==> config.mk <==
export PLATFORM = sky130hd
export DESIGN_NAME = lcdhi_host_port
export DESIGN_NICKNAME = d
export VERILOG_FILES = /design/src/rtl/lcdhi_pkg.sv /design/src/rtl/lcdhi_pin_if.sv /design/src/rtl/lcdhi_host_port.sv /design/src/rtl/lcdhi_sync.sv
export SDC_FILE = /design/constraint.sdc
export NUM_CORES = 1
export LEC_CHECK = 0
export BUFFER_PORTS_ARGS = -buffer_cell sky130_fd_sc_hd__buf_2
export CORE_UTILIZATION = 51
export CTS_CLUSTER_SIZE = 12
export DETAILED_ROUTE_END_ITERATION = 10
export PLACE_DENSITY = 0.8
export SLEW_MARGIN = 20
export SYNTH_ARGS = -nofsm -noshare
export SYNTH_HDL_FRONTEND = slang
export SYNTH_SLANG_ARGS = --single-unit
==> constraint.sdc <==
create_clock -name CLOCK -period 2.1 [get_ports CLOCK]
set_input_delay 0.105 -clock CLOCK [delete_from_list [all_inputs] [get_ports CLOCK]]
set_output_delay 0.105 -clock CLOCK [all_outputs]
set_load 0.01 [all_outputs]
==> src/rtl/lcdhi_pkg.sv <==
package lcdhi_pkg;

    // sampled host pins, one field per pin
    typedef struct packed
    {
        logic       ps;     // parallel/serial strap, high = parallel
        logic       bstyle; // bus_style_select, high = 6800 style
        logic       csl_n;  // chip_select_low, active low
        logic       csh;    // chip_select_high, active high
        logic       dcsel;  // data_command_select, high = display data
        logic       rd;     // read strobe (8080) or enable (6800)
        logic       wr;     // write strobe (8080) or direction (6800)
        logic [7:0] d;      // data bus; d[6] serial clock, d[7] serial data
    } lcdhi_pins_t;

    localparam int          BYTE_W       = 8;
    localparam int          WB_ADR_W     = 5;
    localparam int          WB_DAT_W     = 32;
    localparam int          EV_W         = 4;
    localparam int          SCL_POS      = 6;
    localparam int          SI_POS       = 7;
    localparam int          BUSY_POS     = 7;

    // register byte addresses
    localparam logic [4:0]  ADR_CTRL     = 5'h00;
    localparam logic [4:0]  ADR_STAT     = 5'h04;
    localparam logic [4:0]  ADR_MASK     = 5'h08;
    localparam logic [4:0]  ADR_LCMD     = 5'h0c;
    localparam logic [4:0]  ADR_INFO     = 5'h10;

    // event bits of status and mask
    localparam int          EV_CMD       = 0;
    localparam int          EV_WDATA     = 1;
    localparam int          EV_RDATA     = 2;
    localparam int          EV_REFUSE    = 3;

    // control and info fields
    localparam int          CTRL_BUSY    = 0;
    localparam int          INFO_SEL     = 0;
    localparam int          INFO_SER     = 1;
    localparam int          INFO_BUSY    = 2;
    localparam int          INFO_CNT     = 4;

    // reset values and the last serial count
    localparam logic [2:0]  CNT_RST      = 3'h0;
    localparam logic [2:0]  CNT_LAST     = 3'h7;
    localparam logic [7:0]  BYTE_RST     = 8'h00;
    localparam logic [3:0]  EV_RST       = 4'h0;
    localparam lcdhi_pins_t PINS_RST     = '{ps: 1'b1, bstyle: 1'b0, csl_n: 1'b1, csh: 1'b0,
                                             dcsel: 1'b0, rd: 1'b1, wr: 1'b1, d: 8'h00};

    // chip counts as selected only for low/high select pair
    function automatic logic pin_selected(input lcdhi_pins_t p);
        return !p.csl_n && p.csh;
    endfunction

    // parallel read strobe active and selected
    function automatic logic rd_active(input lcdhi_pins_t p);
        return p.ps && pin_selected(p) && (p.bstyle ? (p.rd && p.wr) : !p.rd);
    endfunction

    // parallel write strobe active and selected
    function automatic logic wr_active(input lcdhi_pins_t p);
        return p.ps && pin_selected(p) && (p.bstyle ? (p.rd && !p.wr) : !p.wr);
    endfunction

endpackage

==> src/rtl/lcdhi_pin_if.sv <==
`timescale 1ns/1ps
interface lcdhi_pin_if;
    import lcdhi_pkg::*;
    lcdhi_pins_t cur;   // synchronised pin levels
    lcdhi_pins_t prev;  // same, one cycle older, for edge finding
    modport src (output cur, output prev);
    modport dst (input cur, input prev);
endinterface

==> src/rtl/lcdhi_host_port.sv <==
`timescale 1ns/1ps
module lcdhi_host_port
    import lcdhi_pkg::*;
#(
    parameter int DATA_W = 8
)
(
    input  wire logic                CLOCK,
    input  wire logic                SYS_RST,
    input  wire logic [WB_ADR_W-1:0] WB_ADR_I,
    input  wire logic [WB_DAT_W-1:0] WB_DAT_I,
    output wire logic [WB_DAT_W-1:0] WB_DAT_O,
    input  wire logic                WB_WE_I,
    input  wire logic [3:0]          WB_SEL_I,
    input  wire logic                WB_STB_I,
    input  wire logic                WB_CYC_I,
    output wire logic                WB_ACK_O,
    output wire logic                IRQ,
    input  wire logic                PAR_SER_SELECT,
    input  wire logic                BUS_STYLE_SELECT,
    input  wire logic                CHIP_SELECT_LOW_N,
    input  wire logic                CHIP_SELECT_HIGH,
    input  wire logic                DATA_COMMAND_SELECT,
    input  wire logic                RD_ENABLE,
    input  wire logic                WR_DIRECTION,
    input  wire logic [DATA_W-1:0]   DATA_IN,
    output wire logic [DATA_W-1:0]   DATA_OUT,
    output wire logic                DATA_OE,
    input  wire logic                BUSY_IN,
    input  wire logic [DATA_W-1:0]   RAM_RD_DATA,
    output wire logic                RAM_RD_STB,
    output wire logic [DATA_W-1:0]   CMD_BYTE,
    output wire logic                CMD_STB,
    output wire logic [DATA_W-1:0]   DATA_BYTE,
    output wire logic                DATA_STB
);
    // the pin decode is written for one byte lane only
    if (DATA_W != BYTE_W)
    begin : g_width_check
        $error("lcdhi_host_port: DATA_W must equal BYTE_W");
    end

    // whole state of the block
    typedef struct packed
    {
        logic [7:0]  shift;     // serial shift register
        logic [2:0]  cnt;       // serial bits taken so far
        logic [7:0]  holder;    // bus holder between host and ram
        logic [7:0]  dout;      // byte driven on the host bus
        logic        oe;        // host bus drive enable
        logic [7:0]  cmd;       // last command byte
        logic        cmd_stb;   // command pulse
        logic        data_stb;  // display data pulse
        logic        rd_stb;    // ram read advance pulse
        logic        ctl_busy;  // software forced busy
        logic [3:0]  stat;      // sticky events
        logic [3:0]  mask;      // event enables
        logic        ack;       // bus acknowledge
        logic [31:0] rdat;      // bus read data
    } lcdhi_core_t;

    lcdhi_core_t r_reg;    // registered state
    lcdhi_core_t r_next;   // next state

    lcdhi_pin_if pins ();  // synchronised pins

    lcdhi_pins_t pins_raw; // raw pin bundle
    assign pins_raw = '{ps: PAR_SER_SELECT, bstyle: BUS_STYLE_SELECT,
                        csl_n: CHIP_SELECT_LOW_N, csh: CHIP_SELECT_HIGH,
                        dcsel: DATA_COMMAND_SELECT, rd: RD_ENABLE,
                        wr: WR_DIRECTION, d: DATA_IN};

    // every pin passes two flops before use
    lcdhi_sync u_sync
    (
        .clk      (CLOCK),
        .rst      (SYS_RST),
        .pins_raw (pins_raw),
        .pins     (pins)
    );

    // decoded pin events
    logic       sel;        // chip selected now
    logic       ser;        // serial mode now
    logic       busy;       // internal processing
    logic       rd_start;   // parallel read strobe begins
    logic       rd_end;     // parallel read strobe ends
    logic       wr_end;     // parallel write strobe ends
    logic       scl_rise;   // serial clock rising edge
    logic [7:0] ser_byte;   // byte completed by this edge
    logic       bus_req;    // wishbone request pending
    logic       bus_wr;     // wishbone write taken now
    logic [3:0] ev;         // events of this cycle

    assign sel      = pin_selected(pins.cur);
    assign ser      = !pins.cur.ps;
    assign busy     = BUSY_IN || r_reg.ctl_busy;
    // strobe style follows bus_style_select through rd_active/wr_active
    assign rd_start = rd_active(pins.cur) && !rd_active(pins.prev);
    assign rd_end   = !rd_active(pins.cur) && rd_active(pins.prev);
    assign wr_end   = wr_active(pins.prev) && !wr_active(pins.cur);
    assign scl_rise = ser && sel && pins.cur.d[SCL_POS] && !pins.prev.d[SCL_POS];
    assign ser_byte = {r_reg.shift[6:0], pins.prev.d[SI_POS]};
    assign bus_req  = WB_CYC_I && WB_STB_I && !r_reg.ack;
    // a write lands only at the edge where the master sees ack high
    assign bus_wr   = WB_CYC_I && WB_STB_I && r_reg.ack && WB_WE_I && WB_SEL_I[0];

    // read data multiplexer for the register bus
    function automatic logic [31:0] reg_read(input lcdhi_core_t s, input logic [4:0] adr,
                                             input logic sl, input logic sr, input logic bz);
        logic [31:0] v;
        v = 32'h0000_0000;
        case (adr)
            ADR_CTRL: v[CTRL_BUSY] = s.ctl_busy;
            ADR_STAT: v[EV_W-1:0] = s.stat;
            ADR_MASK: v[EV_W-1:0] = s.mask;
            ADR_LCMD: v[BYTE_W-1:0] = s.cmd;
            ADR_INFO:
            begin
                v[INFO_SEL]            = sl;
                v[INFO_SER]            = sr;
                v[INFO_BUSY]           = bz;
                v[INFO_CNT+2:INFO_CNT] = s.cnt;
            end
            default: v = 32'h0000_0000;   // unmapped reads as zero
        endcase
        return v;
    endfunction

    // next state of the whole block
    always_comb
    begin
        r_next          = r_reg;
        ev              = EV_RST;
        r_next.cmd_stb  = 1'b0;
        r_next.data_stb = 1'b0;
        r_next.rd_stb   = 1'b0;

        // serial receiver; only while selected in serial mode
        if (!(ser && sel))
        begin
            r_next.shift = BYTE_RST;
            r_next.cnt   = CNT_RST;
        end
        else if (scl_rise)
        begin
            r_next.shift = ser_byte;
            r_next.cnt   = r_reg.cnt + 3'h1;
            if (r_reg.cnt == CNT_LAST)
            begin
                r_next.shift = BYTE_RST;
                if (busy)
                    ev[EV_REFUSE] = 1'b1;
                else if (!pins.prev.dcsel)
                begin
                    r_next.cmd     = ser_byte;
                    r_next.cmd_stb = 1'b1;
                    ev[EV_CMD]     = 1'b1;
                end
                else
                begin
                    r_next.holder   = ser_byte;
                    r_next.data_stb = 1'b1;
                    ev[EV_WDATA]    = 1'b1;
                end
            end
        end

        // parallel write: data and select taken just before strobe end
        if (wr_end)
        begin
            if (busy)
                ev[EV_REFUSE] = 1'b1;
            else if (!pins.prev.dcsel)
            begin
                r_next.cmd     = pins.prev.d;
                r_next.cmd_stb = 1'b1;
                ev[EV_CMD]     = 1'b1;
            end
            else
            begin
                r_next.holder   = pins.prev.d;
                r_next.data_stb = 1'b1;
                ev[EV_WDATA]    = 1'b1;
            end
        end

        // parallel read start: status or holder goes on the bus
        if (rd_start)
        begin
            if (!pins.cur.dcsel)
            begin
                r_next.dout           = BYTE_RST;
                r_next.dout[BUSY_POS] = busy;
            end
            else if (busy)
            begin
                r_next.dout   = BYTE_RST;
                ev[EV_REFUSE] = 1'b1;
            end
            else
                r_next.dout = r_reg.holder;
        end

        // data read end: holder refilled, ram address moves on
        if (rd_end && pins.prev.dcsel && !busy)
        begin
            r_next.holder = RAM_RD_DATA;
            r_next.rd_stb = 1'b1;
            ev[EV_RDATA]  = 1'b1;
        end

        // drive only during a selected parallel read
        r_next.oe = rd_active(pins.cur);

        // register bus slave, one wait state
        r_next.ack  = bus_req;
        r_next.rdat = reg_read(r_reg, WB_ADR_I, sel, ser, busy);
        if (bus_wr && WB_ADR_I == ADR_CTRL)
            r_next.ctl_busy = WB_DAT_I[CTRL_BUSY];
        if (bus_wr && WB_ADR_I == ADR_MASK)
            r_next.mask = WB_DAT_I[EV_W-1:0];

        // sticky events; a new event beats a clear in the same cycle
        if (bus_wr && WB_ADR_I == ADR_STAT)
            r_next.stat = r_reg.stat & ~WB_DAT_I[EV_W-1:0];
        r_next.stat = r_next.stat | ev;
    end

    // single state register
    always_ff @(posedge CLOCK)
    begin
        if (SYS_RST)
        begin
            r_reg          <= '0;
            r_reg.shift    <= BYTE_RST;
            r_reg.cnt      <= CNT_RST;
            r_reg.holder   <= BYTE_RST;
            r_reg.stat     <= EV_RST;
            r_reg.mask     <= EV_RST;
        end
        else
            r_reg <= r_next;
    end

    // outputs; all but the interrupt come straight from flops
    assign WB_ACK_O   = r_reg.ack;
    assign WB_DAT_O   = r_reg.rdat;
    assign IRQ        = |(r_reg.stat & r_reg.mask);
    assign DATA_OUT   = r_reg.dout;
    assign DATA_OE    = r_reg.oe;
    assign RAM_RD_STB = r_reg.rd_stb;
    assign CMD_BYTE   = r_reg.cmd;
    assign CMD_STB    = r_reg.cmd_stb;
    assign DATA_BYTE  = r_reg.holder;
    assign DATA_STB   = r_reg.data_stb;

    // serial mode never drives the host bus
    AST_SER_NO_DRIVE: assert property (
        @(posedge CLOCK) disable iff (SYS_RST)
        ser && $past(ser) |-> !DATA_OE)
        else $error("bus driven in serial mode");

    // drive enable only follows a selected cycle
    AST_OE_NEEDS_SEL: assert property (
        @(posedge CLOCK) disable iff (SYS_RST)
        $rose(DATA_OE) |-> $past(sel))
        else $error("bus driven while not selected");

    // status read carries busy in the top bit
    AST_STATUS_BUSY: assert property (
        @(posedge CLOCK) disable iff (SYS_RST)
        rd_start && !pins.cur.dcsel |=> DATA_OUT == {$past(busy), 7'h00} && DATA_OE)
        else $error("status byte wrong");

    // data read presents the old holder, then refills it
    AST_HOLDER_READ: assert property (
        @(posedge CLOCK) disable iff (SYS_RST)
        rd_start && pins.cur.dcsel && !busy |=> DATA_OUT == $past(r_reg.holder))
        else $error("read did not show holder");

    // accepted data write lands in holder with one pulse
    AST_WRITE_HOLDER: assert property (
        @(posedge CLOCK) disable iff (SYS_RST)
        wr_end && pins.prev.dcsel && !busy
            |=> DATA_STB && DATA_BYTE == $past(pins.prev.d) ##1 !DATA_STB)
        else $error("data write not stored");

    // busy refuses parallel writes
    AST_BUSY_BLOCK: assert property (
        @(posedge CLOCK) disable iff (SYS_RST)
        wr_end && busy && !scl_rise |=> !CMD_STB && !DATA_STB)
        else $error("write taken while busy");

    // deselect clears the serial receiver
    AST_SER_CLEAR: assert property (
        @(posedge CLOCK) disable iff (SYS_RST)
        !sel |=> r_reg.cnt == CNT_RST && r_reg.shift == BYTE_RST)
        else $error("serial state kept while deselected");

    // eighth serial edge with select low gives a command byte
    AST_SER_CMD: assert property (
        @(posedge CLOCK) disable iff (SYS_RST)
        scl_rise && r_reg.cnt == CNT_LAST && !pins.prev.dcsel && !busy
            |=> CMD_STB && CMD_BYTE == $past(ser_byte))
        else $error("serial command byte lost");

    // eighth serial edge with select high gives a data byte
    AST_SER_DATA: assert property (
        @(posedge CLOCK) disable iff (SYS_RST)
        scl_rise && r_reg.cnt == CNT_LAST && pins.prev.dcsel && !busy
            |=> DATA_STB && DATA_BYTE == $past(ser_byte))
        else $error("serial data byte lost");

    // data pulse lasts exactly one cycle
    AST_DATA_PULSE: assert property (
        @(posedge CLOCK) disable iff (SYS_RST)
        DATA_STB |=> !DATA_STB)
        else $error("data pulse too long");

    // command pulse lasts exactly one cycle
    AST_CMD_PULSE: assert property (
        @(posedge CLOCK) disable iff (SYS_RST)
        CMD_STB |=> !CMD_STB)
        else $error("command pulse too long");

    // bus slave answers one cycle after the request
    AST_WB_ACK: assert property (
        @(posedge CLOCK) disable iff (SYS_RST)
        WB_CYC_I && WB_STB_I && !WB_ACK_O |=> WB_ACK_O)
        else $error("wishbone ack late");
endmodule

==> src/rtl/lcdhi_sync.sv <==
`timescale 1ns/1ps
module lcdhi_sync
    import lcdhi_pkg::*;
(
    input  wire logic        clk,
    input  wire logic        rst,
    input  wire lcdhi_pins_t pins_raw,
    lcdhi_pin_if.src         pins
);
    // two flops against metastability, a third for edges
    typedef struct packed
    {
        lcdhi_pins_t s1;
        lcdhi_pins_t s2;
        lcdhi_pins_t s3;
    } lcdhi_sync_t;

    lcdhi_sync_t sync_reg;    // current state
    lcdhi_sync_t sync_next;   // next state

    // first stage feeds only the second stage
    always_comb
    begin
        sync_next    = sync_reg;
        sync_next.s1 = pins_raw;
        sync_next.s2 = sync_reg.s1;
        sync_next.s3 = sync_reg.s2;
    end

    // idle pins after reset, so no false strobe edges
    always_ff @(posedge clk)
    begin
        if (rst)
            sync_reg <= '{s1: PINS_RST, s2: PINS_RST, s3: PINS_RST};
        else
            sync_reg <= sync_next;
    end

    assign pins.cur  = sync_reg.s2;
    assign pins.prev = sync_reg.s3;
endmodule

==> out/qor.csv <==
metric;value;unit
area growth from synthesis to layout;14.13;%
gpl congestion;0.8476;
Slew @ Worst Pin;802.5;ps
largest area contributor in the netlist;dfxtp_1;
CTS Root Cell;clkbuf_8;
worst reg2reg path depth;5;
PwrDens;658.5;mW/mm2
clk_lat worst skew;360;ps
Final min period;1925;ps
# diodes;0;
# IOs;132;
dpl ws;181.5;ps
layout cells sized above 1;26.32;%
max-slew violations;0;
first-pass GRT wire length;14.56;mm
initial antenna violation count;0;
prevailing post-synth register cell;dfxtp_1;
Critical Path AT;2200;ps
Critical path buffers and inverters;1;
EDFF count, synth;0;
register area share after synthesis;46.32;%
final worst setup slack;174.7;ps
Final nets;599;
type of origin of the critical path;flip-flop;
Post-CTS Setup Inserts;0;
Routed WL per cell;14.61;um
mapped cell area;0.004365;mm2
met2 Resource Use GR;35.87;%
placed cell area;0.004598;mm2
Detailed Route WL;9.308;mm
Crit Reg-Reg Startpoint;u_sync.pins.cur[12];
Ys Warns;0;
period utilisation layout;91.68;%
Worst setup EP type;flip-flop;
cells along the critical path;nor4bb_1 -> a2111o_1 -> buf_4 -> or2_2 -> a211oi_1;
Clock Sinks;101;
Iteration-0 DRC Markers;193;
met3 usage;5.878;%
effective utilization at floorplan;52.86;%
largest net degree at the start of global routing;30;
most frequent cell after synthesis;dfxtp_1;
PortBufs;76;
most used routing layer;met2;
total global routing overflow;0;
die width;94.52;um
Clock transition at path regs;100;ps
worst r2r dst;CMD_BYTE[6];
largest cells by area after synthesis;dfxtp_1, buf_4, nor2b_1, mux2i_1, a21oi_1;
Hold Vio Cnt, Final;0;
CP peak stage delay;460;ps
iteration count of the initial detailed-routing pass;4;
Crit Path Category;flip-flop to flip-flop;
Die Y-Extent;94.52;um
worst hold path cell count;3;
CTS tree;built;
final instance area;0.004982;mm2
post-detail-place hpwl;6.705;mm
Routed Antenna Nets;0;
count of final setup violators;0;
status;finished, final reports clean;
RSZ-0062 raised after global routing;no;
vias;3428;
worst vdd ir;550.0;uV
Hold Path Origin;WB_DAT_I[2];
ys async rst share;0;%
Max Fclk;519.4;MHz
Synth cell types;55;
Core Area;0.008258;mm2
die area;0.008934;mm2
Slew headroom;46.26;%
CTS buffer count;9;
Setup TNS Final;0;ps
GR Util All Layers;21.10;%
r2r setup slk;170;ps
number of flip-flops under the largest register name;19;
Syn Inst Count;459;
top cell family by delay on the critical path;compound AO/OA/AOI/OAI gates;
CP max stage cell;a2111o_1;
synth cell count leaders;dfxtp_1, buf_4, nor2b_1;
peak fanout along the critical path;11;
DRC;0;
worst clock skew;5.952;ps
grt met1 use;25.74;%
Max Cap Viol;0;
fill count;689;
# rows;33;
HP Class;input pin to flip-flop;
Clock Path Buffers;2;
Worst EP required;2370;ps
H-tree Lvls;3;
vias in the first global route;3169;
post-synthesis register bit count;101;
Synth top area share;46.32;%
vias per cell;5.381;
Leak;2.029;nW
Mean Syn Cell Area;9.511;um2
Hold EP;r_reg[35];
==> cells by family after synthesis <==
kind of cell	share of synthesized area (%)
DFF	46.32
xor gates and xnor gates	0.2007
AOI/OAI and AO/OA	13.18
muxes	6.592
and+or+nand+nor	20.49
adders and majority gates	0.5731
other	0.08590
buffers and inverters	12.55
==> layer usage <==
metal | vias to the layer above | part of all wire, %
met3 | 19 | 7.5
met1 | 1600 | 43
met2 | 139 | 48
li1 | 1670 | -
met5 | - | 0
met4 | 0 | 2.1
==> worst max path at each step <==
| stage | startpoint | cells after the start | slack [ps] | endpoint |
|---|---|---|---|---|
| finish | u_sync.pins.cur[12] | 5 | 170 | CMD_BYTE[6] |
| global route | u_sync.pins.cur[11] | 5 | 10 | DATA_BYTE[3] |
| CTS | r_reg[70] | 8 | 150 | DATA_BYTE[3] |
| detailed placement | r_reg[70] | 8 | 180 | DATA_BYTE[3] |
| global placement | u_sync.pins.cur[11] | 5 | 240 | DATA_BYTE[4] |
| floorplan | r_reg[70] | 7 | 290 | DATA_BYTE[0] |
==> worst min-delay path: cells and delay by family <==
kind | cells | cell delay (ps)
simple gates | 1 | 90
mux | 1 | 60
buf+inv | 1 | 100
==> per-stage QoR <==
stage | utilization, % | instances | hold WS [ps] | power, mW
after floorplan | - | 482 | 208.8 | 2.131
after global placement | 55.68 | 601 | 286.7 | 2.157
after detailed placement | 55.68 | 601 | 289.8 | 2.162
after CTS | 60.30 | 637 | 4.226 | 3.296
after global routing | 60.33 | 637 | 6.725 | 3.419
final | 60.33 | 637 | 31.91 | 3.281
==> where the power goes <==
group | switching (mW) | internal (mW)
Clock | 0.686 | 0.447
Combinational | 0.0949 | 0.0879
Sequential | 0.0154 | 1.95
==> final cells by class <==
class / instances / area (um2) / area share, %
well taps: 105 / 131.4 / 2.637
repair buffers: 114 / 740.7 / 14.87
flip-flops and latches: 101 / 2022 / 40.58
inverters: 6 / 22.52 / 0.4520
multi-input cells: 295 / 1884 / 37.82
clock buffers: 9 / 123.9 / 2.486
clock inverters: 7 / 57.56 / 1.155
==> repair_timing <==
| item | in CTS | in global routing |
|---|---|---|
| endpoints found under the setup margin | 0 | 1 |
| hold buffers | 20 | 0 |
| hold endpoints to repair | 19 | 0 |
| gates resized for setup | 0 | 1 |
==> cell usage in the layout, fill, tap and decap left out, types with 12 or more instances in the layout <==
| cell type | n |
|---|---|
| buf_4 | 16 |
| nand2_1 | 23 |
| mux2i_1 | 13 |
| or2_2 | 12 |
| nor2_1 | 20 |
| dfxtp_1 | 101 |
| buf_2 | 76 |
| o21ai_0 | 21 |
| nor2b_1 | 37 |
| dlygate4sd3_1 | 20 |
| a21oi_1 | 22 |
| conb_1 | 24 |
| nor3_1 | 21 |
No activity file was read; power rests on OpenSTA's default activity.
